--- config.mk ---
export PLATFORM = sky130hd
export DESIGN_NAME = srx_top
export DESIGN_NICKNAME = d
export VERILOG_FILES = /design/src/core/srx_fifo.v /design/src/core/srx_top.v
export VERILOG_INCLUDE_DIRS = /design/src /design/src/core
export SDC_FILE = /design/constraint.sdc
export NUM_CORES = 1
export LEC_CHECK = 0
export ABC_AREA = 1
export BUFFER_PORTS_ARGS = -buffer_cell sky130_fd_sc_hd__buf_2
export CAP_MARGIN = 15
export CORE_MARGIN = 10
export CORE_UTILIZATION = 25
export DETAILED_ROUTE_END_ITERATION = 12
export GPL_TIMING_DRIVEN = 0
export PLACE_DENSITY = 0.46
export SYNTH_ARGS = -nofsm -noshare
export SYNTH_HDL_FRONTEND = slang
export SYNTH_HIERARCHICAL = 1
export SYNTH_SLANG_ARGS = --single-unit
--- constraint.sdc ---
create_clock -name i_clk -period 3.69 [get_ports i_clk]
set_input_delay 0.1845 -clock i_clk [delete_from_list [all_inputs] [get_ports i_clk]]
set_output_delay 0.1845 -clock i_clk [all_outputs]
set_load 0.05 [all_outputs]
--- src/core/srx_map.vh ---
`ifndef SRX_MAP_VH
`define SRX_MAP_VH

// aligner mode select codes (i_align_mode)
`define SRX_AM_BITSLIP 3'h0
`define SRX_AM_P16 3'h1
`define SRX_AM_P10 3'h2
`define SRX_AM_XAUI 3'h3
`define SRX_AM_GIGE 3'h4

// configuration codes (i_config)
`define SRX_CFG_CUSTOM 2'h0
`define SRX_CFG_SONET 2'h1
`define SRX_CFG_XAUI 2'h2
`define SRX_CFG_GIGE 2'h3

// equalizer and loop bandwidth
`define SRX_EQ_MAX 3'h4
`define SRX_BW_LOW 2'h0
`define SRX_BW_MED 2'h1
`define SRX_BW_HIGH 2'h2

// ppm threshold table, selected by i_ppm_sel
`define SRX_PPM_0 11'd125
`define SRX_PPM_1 11'd250
`define SRX_PPM_2 11'd500
`define SRX_PPM_3 11'd1000

// phase window in milli unit intervals (0.08 UI)
`define SRX_PHASE_MUI 8'd80

// run length step per path width
`define SRX_RUN_STEP10 8'd5
`define SRX_RUN_STEP8 8'd4
`define SRX_RUN_STEPS_MAX 6'd32

// comma code group, running disparity negative form, first bit in bit 0
`define SRX_K285 10'h17C

// protocol synchroniser thresholds
`define SRX_SYNC_GOOD 2'h3
`define SRX_SYNC_BAD 3'h4

// output fifo
`define SRX_FIFO_W 11
`define SRX_FIFO_D 8

`endif

--- src/core/srx_fifo.v ---
`timescale 1ns/10ps
module srx_fifo #(
  parameter W = 11,
  parameter D = 8,
  parameter AW = 3
) (
  input wire i_clk,
  input wire i_rst_n,
  input wire i_valid,
  input wire [W-1:0] i_data,
  output wire o_ready,
  output reg o_valid,
  output reg [W-1:0] o_data,
  input wire i_ready,
  output wire [AW:0] o_level
);
  reg [W-1:0] mem [0:D-1];
  reg [AW-1:0] wptr;
  reg [AW-1:0] rptr;
  reg [AW:0] cnt;
  wire push;
  wire pop;

  assign o_ready = (cnt != D[AW:0]);
  assign o_level = cnt;
  assign push = i_valid && o_ready;
  // output stage refills whenever it is empty or being taken
  assign pop = (cnt != {(AW+1){1'b0}}) && (!o_valid || i_ready);

  always @(posedge i_clk) begin
    if (push) begin
      mem[wptr] <= i_data;
    end
  end

  always @(posedge i_clk) begin
    if (!i_rst_n) begin
      wptr <= {AW{1'b0}};
      rptr <= {AW{1'b0}};
      cnt <= {(AW+1){1'b0}};
      o_valid <= 1'b0;
      o_data <= {W{1'b0}};
    end else begin
      if (push) begin
        wptr <= wptr + 1'b1;
      end
      if (pop) begin
        rptr <= rptr + 1'b1;
        o_data <= mem[rptr];
        o_valid <= 1'b1;
      end else if (i_ready) begin
        o_valid <= 1'b0;
      end
      cnt <= cnt + {{AW{1'b0}}, push} - {{AW{1'b0}}, pop};
    end
  end
endmodule

--- src/core/srx_top.v ---
// Overview of operation
// - equalizer setting 0..4 taken at any time; higher boosts more
// - one recovery unit per channel; unused channel holds it powered down
// - active-low output shows pll locked to reference clock
// - loop bandwidth is a static choice of low, medium, high
// - auto mode leaves reference lock only within ppm threshold 125/250/500/1000
// - auto switch also needs phase match within 0.08 unit interval
// - run-length limit 5..160 step 5 (10-bit) or 4..128 step 4 (8-bit)
// - force-data wins; else force-reference; both low gives automatic
// - override inputs tied low give automatic lock-mode selection
// - frequency-lock output high while in data-lock mode
// - serial to 8- or 10-bit words, first bit lands in bit 0
// - modes: bit-slip, 16-bit, 10-bit, and two fixed protocol modes
// - each slip request moves the word boundary by exactly one bit
// - bit-slip on 8/10-bit paths, only in custom and sonet configs
// - bit-slip mode still flags the user pattern but never realigns
// - 16-bit mode aligns to two-byte or doubled pattern, 8-bit path only
// - doubled pattern allowed only in sonet, refused in custom
// - 16-bit mode realigns after the user realign request
// - 10-bit mode matches all ten bits or lower seven, as configured
// - 10-bit mode accepts both disparity forms of the pattern
// - 10-bit aligner moves only while enable held; custom config only
// - protocol modes align by state machine on the comma code group
`timescale 1ns/10ps
`include "srx_map.vh"
module srx_top (
  input wire i_clk,
  input wire i_rst_n,
  input wire i_chan_used,
  input wire [2:0] i_eq_set,
  input wire [1:0] i_bw_sel,
  input wire [1:0] i_ppm_sel,
  input wire [10:0] i_freq_err_ppm,
  input wire [7:0] i_phase_err_mui,
  input wire i_lock_to_data,
  input wire i_lock_to_ref,
  input wire [5:0] i_run_steps,
  input wire [1:0] i_config,
  input wire [2:0] i_align_mode,
  input wire i_width10,
  input wire i_doubled,
  input wire i_match7,
  input wire [15:0] i_pattern,
  input wire i_slip,
  input wire i_realign,
  input wire i_align_en,
  input wire i_ser_valid,
  input wire i_ser_bit,
  input wire i_word_ready,
  output reg o_ser_ready,
  output reg o_cdr_pwrdn,
  output reg [2:0] o_eq_ctrl,
  output reg [1:0] o_bw_ctrl,
  output reg o_rx_locked_n,
  output reg o_freq_locked,
  output reg o_run_err,
  output reg o_mode_err,
  output reg o_sync,
  output wire o_word_valid,
  output wire [9:0] o_word,
  output wire o_pat_det,
  output wire [3:0] o_fifo_level
);
  localparam LK_REF = 2'b01;
  localparam LK_DATA = 2'b10;
  localparam PS_LOSS = 3'b001;
  localparam PS_ACQ = 3'b010;
  localparam PS_SYNC = 3'b100;

  reg [1:0] lk_state;
  reg [1:0] next_lk_state;
  reg [2:0] ps_state;
  reg [2:0] next_ps_state;
  reg [31:0] sr;
  reg [3:0] bcnt;
  reg slip_d;
  reg slip_pend;
  reg realign_d;
  reg realign_arm;
  reg [7:0] run_cnt;
  reg last_bit;
  reg [1:0] good_cnt;
  reg [2:0] bad_cnt;
  reg [10:0] ppm_lim;
  reg [7:0] run_lim;
  reg m_slip;
  reg m_p16;
  reg m_p10;
  reg m_proto;
  reg mode_bad;
  reg [9:0] upat;

  wire take_bit;
  wire [31:0] next_sr;
  wire [9:0] cand;
  wire [3:0] wlast;
  wire at_bound;
  wire freq_ok;
  wire phase_ok;
  wire hit10;
  wire hit16;
  wire comma;
  wire det;
  wire align_now;
  wire emit;
  wire fifo_ready;
  wire [`SRX_FIFO_W-1:0] fifo_out;
  wire [3:0] lvl;
  wire [9:0] p10n;

  assign take_bit = i_ser_valid && o_ser_ready && i_chan_used;
  assign next_sr = {i_ser_bit, sr[31:1]};
  assign cand = i_width10 ? next_sr[31:22] : {2'h0, next_sr[31:24]};
  assign wlast = i_width10 ? 4'h9 : 4'h7;
  assign at_bound = (bcnt == wlast);
  assign freq_ok = (i_freq_err_ppm <= ppm_lim);
  assign phase_ok = (i_phase_err_mui <= `SRX_PHASE_MUI);

  // negative disparity form is the bitwise inverse of the positive one
  assign p10n = ~i_pattern[9:0];
  assign hit10 = i_match7 ?
    ((cand[6:0] == i_pattern[6:0]) || (cand[6:0] == p10n[6:0])) :
    ((cand == i_pattern[9:0]) || (cand == p10n));
  // two-byte form ends with the second byte in the top byte
  assign hit16 = i_doubled ?
    (next_sr == {i_pattern[15:8], i_pattern[15:8], i_pattern[7:0], i_pattern[7:0]}) :
    (next_sr[31:16] == i_pattern);
  assign comma = (cand == `SRX_K285) || (cand == ~`SRX_K285);

  always @* begin
    upat = i_width10 ? i_pattern[9:0] : {2'h0, i_pattern[7:0]};
  end

  assign det = (m_slip && (cand == upat)) ||
               (m_p16 && hit16) ||
               (m_p10 && hit10) ||
               (m_proto && comma);

  // boundary forcing: 10-bit needs the enable held, 16-bit needs the arm set by reset or a request
  assign align_now = (m_p16 && realign_arm && hit16) ||
                     (m_p10 && i_align_en && hit10) ||
                     (m_proto && ps_state == PS_LOSS && comma);
  assign emit = take_bit && !slip_pend && (at_bound || align_now);

  // mode legality against configuration and path width
  always @* begin
    m_slip = 1'b0;
    m_p16 = 1'b0;
    m_p10 = 1'b0;
    m_proto = 1'b0;
    mode_bad = 1'b0;
    case (i_align_mode)
      `SRX_AM_BITSLIP: begin
        mode_bad = (i_config != `SRX_CFG_CUSTOM) && (i_config != `SRX_CFG_SONET);
      end
      `SRX_AM_P16: begin
        mode_bad = i_width10 ||
          ((i_config != `SRX_CFG_CUSTOM) && (i_config != `SRX_CFG_SONET)) ||
          (i_doubled && (i_config != `SRX_CFG_SONET));
      end
      `SRX_AM_P10: begin
        mode_bad = !i_width10 || (i_config != `SRX_CFG_CUSTOM);
      end
      `SRX_AM_XAUI: begin
        mode_bad = !i_width10 || (i_config != `SRX_CFG_XAUI);
      end
      `SRX_AM_GIGE: begin
        mode_bad = !i_width10 || (i_config != `SRX_CFG_GIGE);
      end
      default: begin
        mode_bad = 1'b1;
      end
    endcase
    if (!mode_bad) begin
      m_slip = (i_align_mode == `SRX_AM_BITSLIP);
      m_p16 = (i_align_mode == `SRX_AM_P16);
      m_p10 = (i_align_mode == `SRX_AM_P10);
      m_proto = (i_align_mode == `SRX_AM_XAUI) || (i_align_mode == `SRX_AM_GIGE);
    end
  end

  always @* begin
    case (i_ppm_sel)
      2'h0: ppm_lim = `SRX_PPM_0;
      2'h1: ppm_lim = `SRX_PPM_1;
      2'h2: ppm_lim = `SRX_PPM_2;
      default: ppm_lim = `SRX_PPM_3;
    endcase
  end

  // zero steps is read as one step so the limit is never zero
  always @* begin
    if (i_run_steps == 6'h0) begin
      run_lim = i_width10 ? `SRX_RUN_STEP10 : `SRX_RUN_STEP8;
    end else if (i_run_steps > `SRX_RUN_STEPS_MAX) begin
      run_lim = i_width10 ? 8'd160 : 8'd128;
    end else begin
      run_lim = i_width10 ? (i_run_steps * `SRX_RUN_STEP10) :
                            (i_run_steps * `SRX_RUN_STEP8);
    end
  end

  always @* begin
    next_lk_state = lk_state;
    if (i_lock_to_data) begin
      next_lk_state = LK_DATA;
    end else if (i_lock_to_ref) begin
      next_lk_state = LK_REF;
    end else begin
      case (lk_state)
        LK_REF: begin
          if (freq_ok && phase_ok) begin
            next_lk_state = LK_DATA;
          end
        end
        LK_DATA: begin
          if (!freq_ok) begin
            next_lk_state = LK_REF;
          end
        end
        default: begin
          next_lk_state = LK_REF;
        end
      endcase
    end
  end

  always @* begin
    next_ps_state = ps_state;
    if (!m_proto) begin
      next_ps_state = PS_LOSS;
    end else if (emit) begin
      case (ps_state)
        PS_LOSS: begin
          if (comma) begin
            next_ps_state = PS_ACQ;
          end
        end
        PS_ACQ: begin
          if (comma && !at_bound) begin
            next_ps_state = PS_LOSS;
          end else if (comma && good_cnt == `SRX_SYNC_GOOD - 2'h1) begin
            next_ps_state = PS_SYNC;
          end
        end
        PS_SYNC: begin
          if (comma && !at_bound && bad_cnt == `SRX_SYNC_BAD - 3'h1) begin
            next_ps_state = PS_LOSS;
          end
        end
        default: begin
          next_ps_state = PS_LOSS;
        end
      endcase
    end
  end

  always @(posedge i_clk) begin
    if (!i_rst_n || !i_chan_used) begin
      lk_state <= LK_REF;
      ps_state <= PS_LOSS;
      sr <= 32'h0;
      bcnt <= 4'h0;
      slip_d <= 1'b0;
      slip_pend <= 1'b0;
      realign_d <= 1'b0;
      realign_arm <= 1'b1;
      run_cnt <= 8'h0;
      last_bit <= 1'b0;
      good_cnt <= 2'h0;
      bad_cnt <= 3'h0;
      o_rx_locked_n <= 1'b1;
      o_freq_locked <= 1'b0;
      o_run_err <= 1'b0;
      o_sync <= 1'b0;
      o_ser_ready <= 1'b0;
    end else begin
      lk_state <= next_lk_state;
      ps_state <= next_ps_state;
      o_freq_locked <= (next_lk_state == LK_DATA);
      o_rx_locked_n <= !(next_lk_state == LK_REF && freq_ok && phase_ok);
      o_sync <= (next_ps_state == PS_SYNC);
      // words come no closer than eight bits, so two free slots suffice
      // a forced boundary can emit sooner, so the full flag is folded in;
      // a word that meets a full fifo is lost, the sender must respect ready
      o_ser_ready <= (lvl <= 4'd6) && fifo_ready;
      slip_d <= i_slip;
      realign_d <= i_realign;
      if (m_slip && i_slip && !slip_d) begin
        slip_pend <= 1'b1;
      end else if (take_bit) begin
        slip_pend <= 1'b0;
      end
      if (i_realign && !realign_d) begin
        realign_arm <= 1'b1;
      end else if (emit && m_p16 && hit16) begin
        realign_arm <= 1'b0;
      end
      if (take_bit) begin
        sr <= next_sr;
        last_bit <= i_ser_bit;
        // a slip swallows one taken bit, so the next word ends one bit later
        if (slip_pend) begin
          bcnt <= bcnt;
        end else if (emit) begin
          bcnt <= 4'h0;
        end else begin
          bcnt <= bcnt + 4'h1;
        end
        if (i_ser_bit == last_bit) begin
          if (run_cnt != 8'hFF) begin
            run_cnt <= run_cnt + 8'h1;
          end
        end else begin
          run_cnt <= 8'h1;
        end
        o_run_err <= (i_ser_bit == last_bit) && (run_cnt >= run_lim);
      end
      if (emit && m_proto) begin
        if (ps_state == PS_ACQ && comma && at_bound) begin
          good_cnt <= good_cnt + 2'h1;
        end else if (ps_state != PS_ACQ) begin
          good_cnt <= 2'h0;
        end
        if (ps_state == PS_SYNC && comma && !at_bound) begin
          bad_cnt <= bad_cnt + 3'h1;
        end else if (ps_state != PS_SYNC || (comma && at_bound)) begin
          bad_cnt <= 3'h0;
        end
      end
    end
  end

  // static-style settings still follow the inputs every cycle
  always @(posedge i_clk) begin
    if (!i_rst_n) begin
      o_cdr_pwrdn <= 1'b1;
      o_eq_ctrl <= 3'h0;
      o_bw_ctrl <= `SRX_BW_MED;
      o_mode_err <= 1'b0;
    end else begin
      o_cdr_pwrdn <= !i_chan_used;
      o_eq_ctrl <= (i_eq_set > `SRX_EQ_MAX) ? `SRX_EQ_MAX : i_eq_set;
      o_bw_ctrl <= (i_bw_sel == 2'h3) ? `SRX_BW_MED : i_bw_sel;
      o_mode_err <= mode_bad;
    end
  end

  // the detect flag rides in the top bit of each fifo entry
  srx_fifo #(
    .W(`SRX_FIFO_W),
    .D(`SRX_FIFO_D),
    .AW(3)
  ) u_fifo (
    .i_clk(i_clk),
    .i_rst_n(i_rst_n),
    .i_valid(emit),
    .i_data({det, cand}),
    .o_ready(fifo_ready),
    .o_valid(o_word_valid),
    .o_data(fifo_out),
    .i_ready(i_word_ready),
    .o_level(lvl)
  );

  assign o_word = fifo_out[9:0];
  assign o_pat_det = fifo_out[10];
  assign o_fifo_level = lvl;
endmodule

==> impl_results.md <==
* R2r endpoint: u_fifo/mem[2][0]$_DFFE_PP_
* Layout cells sized above 1 at 13.14%
* DR vias at 8276
* ANT cells at 0
* Site Rows at 71
* Total gr overflow at 0
* Vias in the first global route at 8093
* Longest Clk Path Bufs at 2
* CP most frequent cell: nand2_1
* Fin crit share at 92.53%
* Hpwl dp at 20.98 mm
* Fillers at 4123
* Max-Cap Viols at 0
* CTS Root Cell: clkbuf_16
* Post-synth EDFFs at 88
* Tmin final at 3.414 ns
* CTS H-tree depth at 4
* Fin Clk Skew at 0.01807 ns
* Final Power at 5.906 mW
* Final Non-Filler Cells at 1904
* Data arrival, critical path at 3.48 ns
* FF+latch count, synth at 179
* Total die area at 0.04667 mm²
* Clk slew on worst S/H paths at 0.08 ns
* Reg2reg setup slack at 0.28 ns
* Post-synthesis cell count at 1259
* Leak Pwr at 5.126 nW
* R2R depth at 16
* Final #Nets at 1488
* # DRC at 0
* Hold Crit Start: i_rst_n
* Post-synthesis net count at 1367
* CP Launch Type: flop
* Fin. max-slew vios at 0
* Worst-Skew Late Latency at 0.45 ns
* Asr flop ratio synth at 0%
* Drt wl/cell at 14.57 µm
* GPL Wtd Cong at 0.8359
* RSZ-0062 raised after global routing: yes
* Port bufs at 91
* Hold endpoint: o_eq_ctrl[2]$_SDFF_PN0_
* Pwr dens at 515.7 mW/mm²
* Iteration-0 DRC Markers at 466
* Dpl ws at -0.1557 ns
* Ys flop type: dfxtp_1
* Core area at 0.03776 mm²
* Netlist cell types at 45
* Reg2reg start: sr[23]$_SDFFE_PP0P_
* I/O pin total at 95
* Synth area leaders: edfxtp_1, dfxtp_1, nand2_1, inv_1, nand3_1
* Syn Std Cell Area at 0.009607 mm²
* Worst setup path startpoint: sr[23]$_SDFFE_PP0P_
* Measured slew at the worst slew-check pin at 0.7187 ns
* Largest area contributor in the netlist: edfxtp_1
* Drt pass-1 iters at 5
* Setup crit end kind: flop
* Worst min path class: in2reg
* Seq/Total Area, Yosys at 46.47%
* Share of the synthesized area in the top cell type at 27.51%
* Postcts setup bufs at 0
* Multi-input gate area at 0.004224 mm²
* Max stage delay cell, worst path: nor2_2
* Worst path cell trace: nand2_1, nand2_2, nand2_1, nand2_1, nand2_1, nor2_2, nand2_1, nand3_1, nand3_2, nor2_2, nor2_2, nor2_8, nand2_1, inv_1, nand2_1, nor2_2
* Pin count of the biggest net entering global routing at 19
* GRT Overall Usage at 11.88%
* Final ANT Viol Nets at 0
* Die Ht at 216.0 µm
* FMAX at 292.9 MHz
* Area grow syn2layout at 19.20%
* Final worst slack at 0.2758 ns
* Initial core utilization at 25.44%
* Status: complete, no violations
* Critical Path RT at 3.76 ns
* Max transition margin at 52.04%
* Peak supply drop at 367.1 µV
* Final Hold Viols at 0
* # clock sinks at 179
* Chip width at 216.0 µm
* Slowest Stage Delay on Critical Path at 0.60 ns
* Yosys warns at 6
* Vias per cell at 4.347
* Final wirelength at 27.75 mm
* Post-synthesis area per instance at 7.630 µm²
* Commonest non-fill, non-tap cell in the layout: nand2_1
* CP Max Fanout at 12
* Final setup violation count at 0
* CP Class: reg2reg
* CTS tree: done
* Initial antenna violation count at 1
* Placed Cells incl. Taps at 1862
* Most frequent cells in the layout: nand2_1, inv_1, nand3_1
* Hold Path Stages at 3
* First-pass GRT wire length at 43.68 mm
* TritonCTS Buffers at 17
* Storage element area at 0.004464 mm²
sequential cells by signal (all words and copies together), names as in the netlist, 2 cells and up:
name / flops
bad_cnt: 3
bcnt: 4
good_cnt: 2
lk_state: 2
o_bw_ctrl: 2
o_eq_ctrl: 3
ps_state: 3
run_cnt: 8
sr: 31
u_fifo/mem: 88
u_fifo/o_data: 11
u_fifo/o_level: 4
u_fifo/rptr: 3
u_fifo/wptr: 3
report_power, final:
part | internal, mW | leakage [nW] | total [mW] | switching, mW
clock | 0.958 | 0.292 | 1.86 | 0.898
combinational | 0.545 | 3.31 | 1.80 | 1.25
sequential | 2.18 | 1.53 | 2.25 | 0.0712
total | 3.68 | 5.13 | 5.91 | 2.22
routing by layer:
layer	part of all wire [%]	routed length (µm)	vias to the layer above	track usage, %
li1	-	-	4299	-
met1	46	12900	3799	14.68
met2	48	13340	147	20.13
met3	4.0	1120	29	2.853
met4	1.4	391	2	3.402
met5	0.025	7	-	0
cells by family after synthesis:
group | count (synthesis) | synth area share [%]
buffers and inverters | 229 | 10.00
flip-flops | 179 | 46.47
XOR/XNOR | 16 | 1.459
adder cells (fa/ha/maj) | 41 | 5.496
AO/OA/AOI/OAI | 157 | 8.661
AND/OR/NAND/NOR | 637 | 27.91
synth_stat cells (3+ instances only):
cell type	number
nand3_2	3
ha_1	39
clkbuf_1	16
nand2_1	370
nand4_1	4
inv_1	187
nor2_2	7
nand2_2	7
xnor2_1	11
nor4_1	6
a21oi_1	78
o21ai_0	59
edfxtp_1	88
buf_4	3
nor2_1	97
xor2_1	5
buf_6	9
and3_1	3
buf_2	9
dfxtp_1	91
nand3_1	121
nor3_1	13
worst max-delay path, delay by kind of cell (launching register included):
kind / cells / cell delay (ns)
buf+inv: 1 / 0.12
simple gates: 15 / 2.45
flops: 1 / 0.46
timing repair:
| item | in CTS | in global routing |
|---|---|---|
| pin swaps | 0 | 0 |
| endpoints found under the setup margin | 71 | 75 |
| hold buffers | 8 | 0 |
| endpoints found under the hold margin | 10 | 0 |
| gates resized for setup | 4 | 11 |
cell type report:
class / instances / area share, %
inverter: 190 / 6.348
clock buffer: 19 / 4.054
buffer: 39 / 2.076
clock inverter: 13 / 1.158
sequential: 179 / 38.99
tap: 511 / 5.583
timing repair buffer: 102 / 4.906
multi-input combinational: 851 / 36.89
worst max-delay path by stage:
stage	slack [ns]	depth (start not counted)	endpoint
after floorplan	0.70	12	u_fifo/o_level[2]$_SDFF_PN0_
after CTS	-0.18	16	u_fifo/mem[1][0]$_DFFE_PP_
after global placement	-0.24	16	u_fifo/mem[0][9]$_DFFE_PP_
after detailed placement	-0.16	16	u_fifo/mem[2][9]$_DFFE_PP_
after global routing	-0.01	14	u_fifo/mem[2][0]$_DFFE_PP_
final	0.28	16	u_fifo/mem[2][0]$_DFFE_PP_
per-stage QoR:
step           hold slack (ns)  setup TNS (ns)  util, %  instance area [µm²]
6_report               0.05590               0    30.33                11450
3_5_place_dp            0.3829          -7.390    28.36                10710
5_1_grt                0.05526         -0.1178    30.33                11450
4_1_cts                0.03549          -3.987    30.18                11400
2_1_floorplan           0.2767               0        -                 9607
3_3_place_gp            0.3766          -8.491    28.34                10700
(Power assumes the default switching activity.)
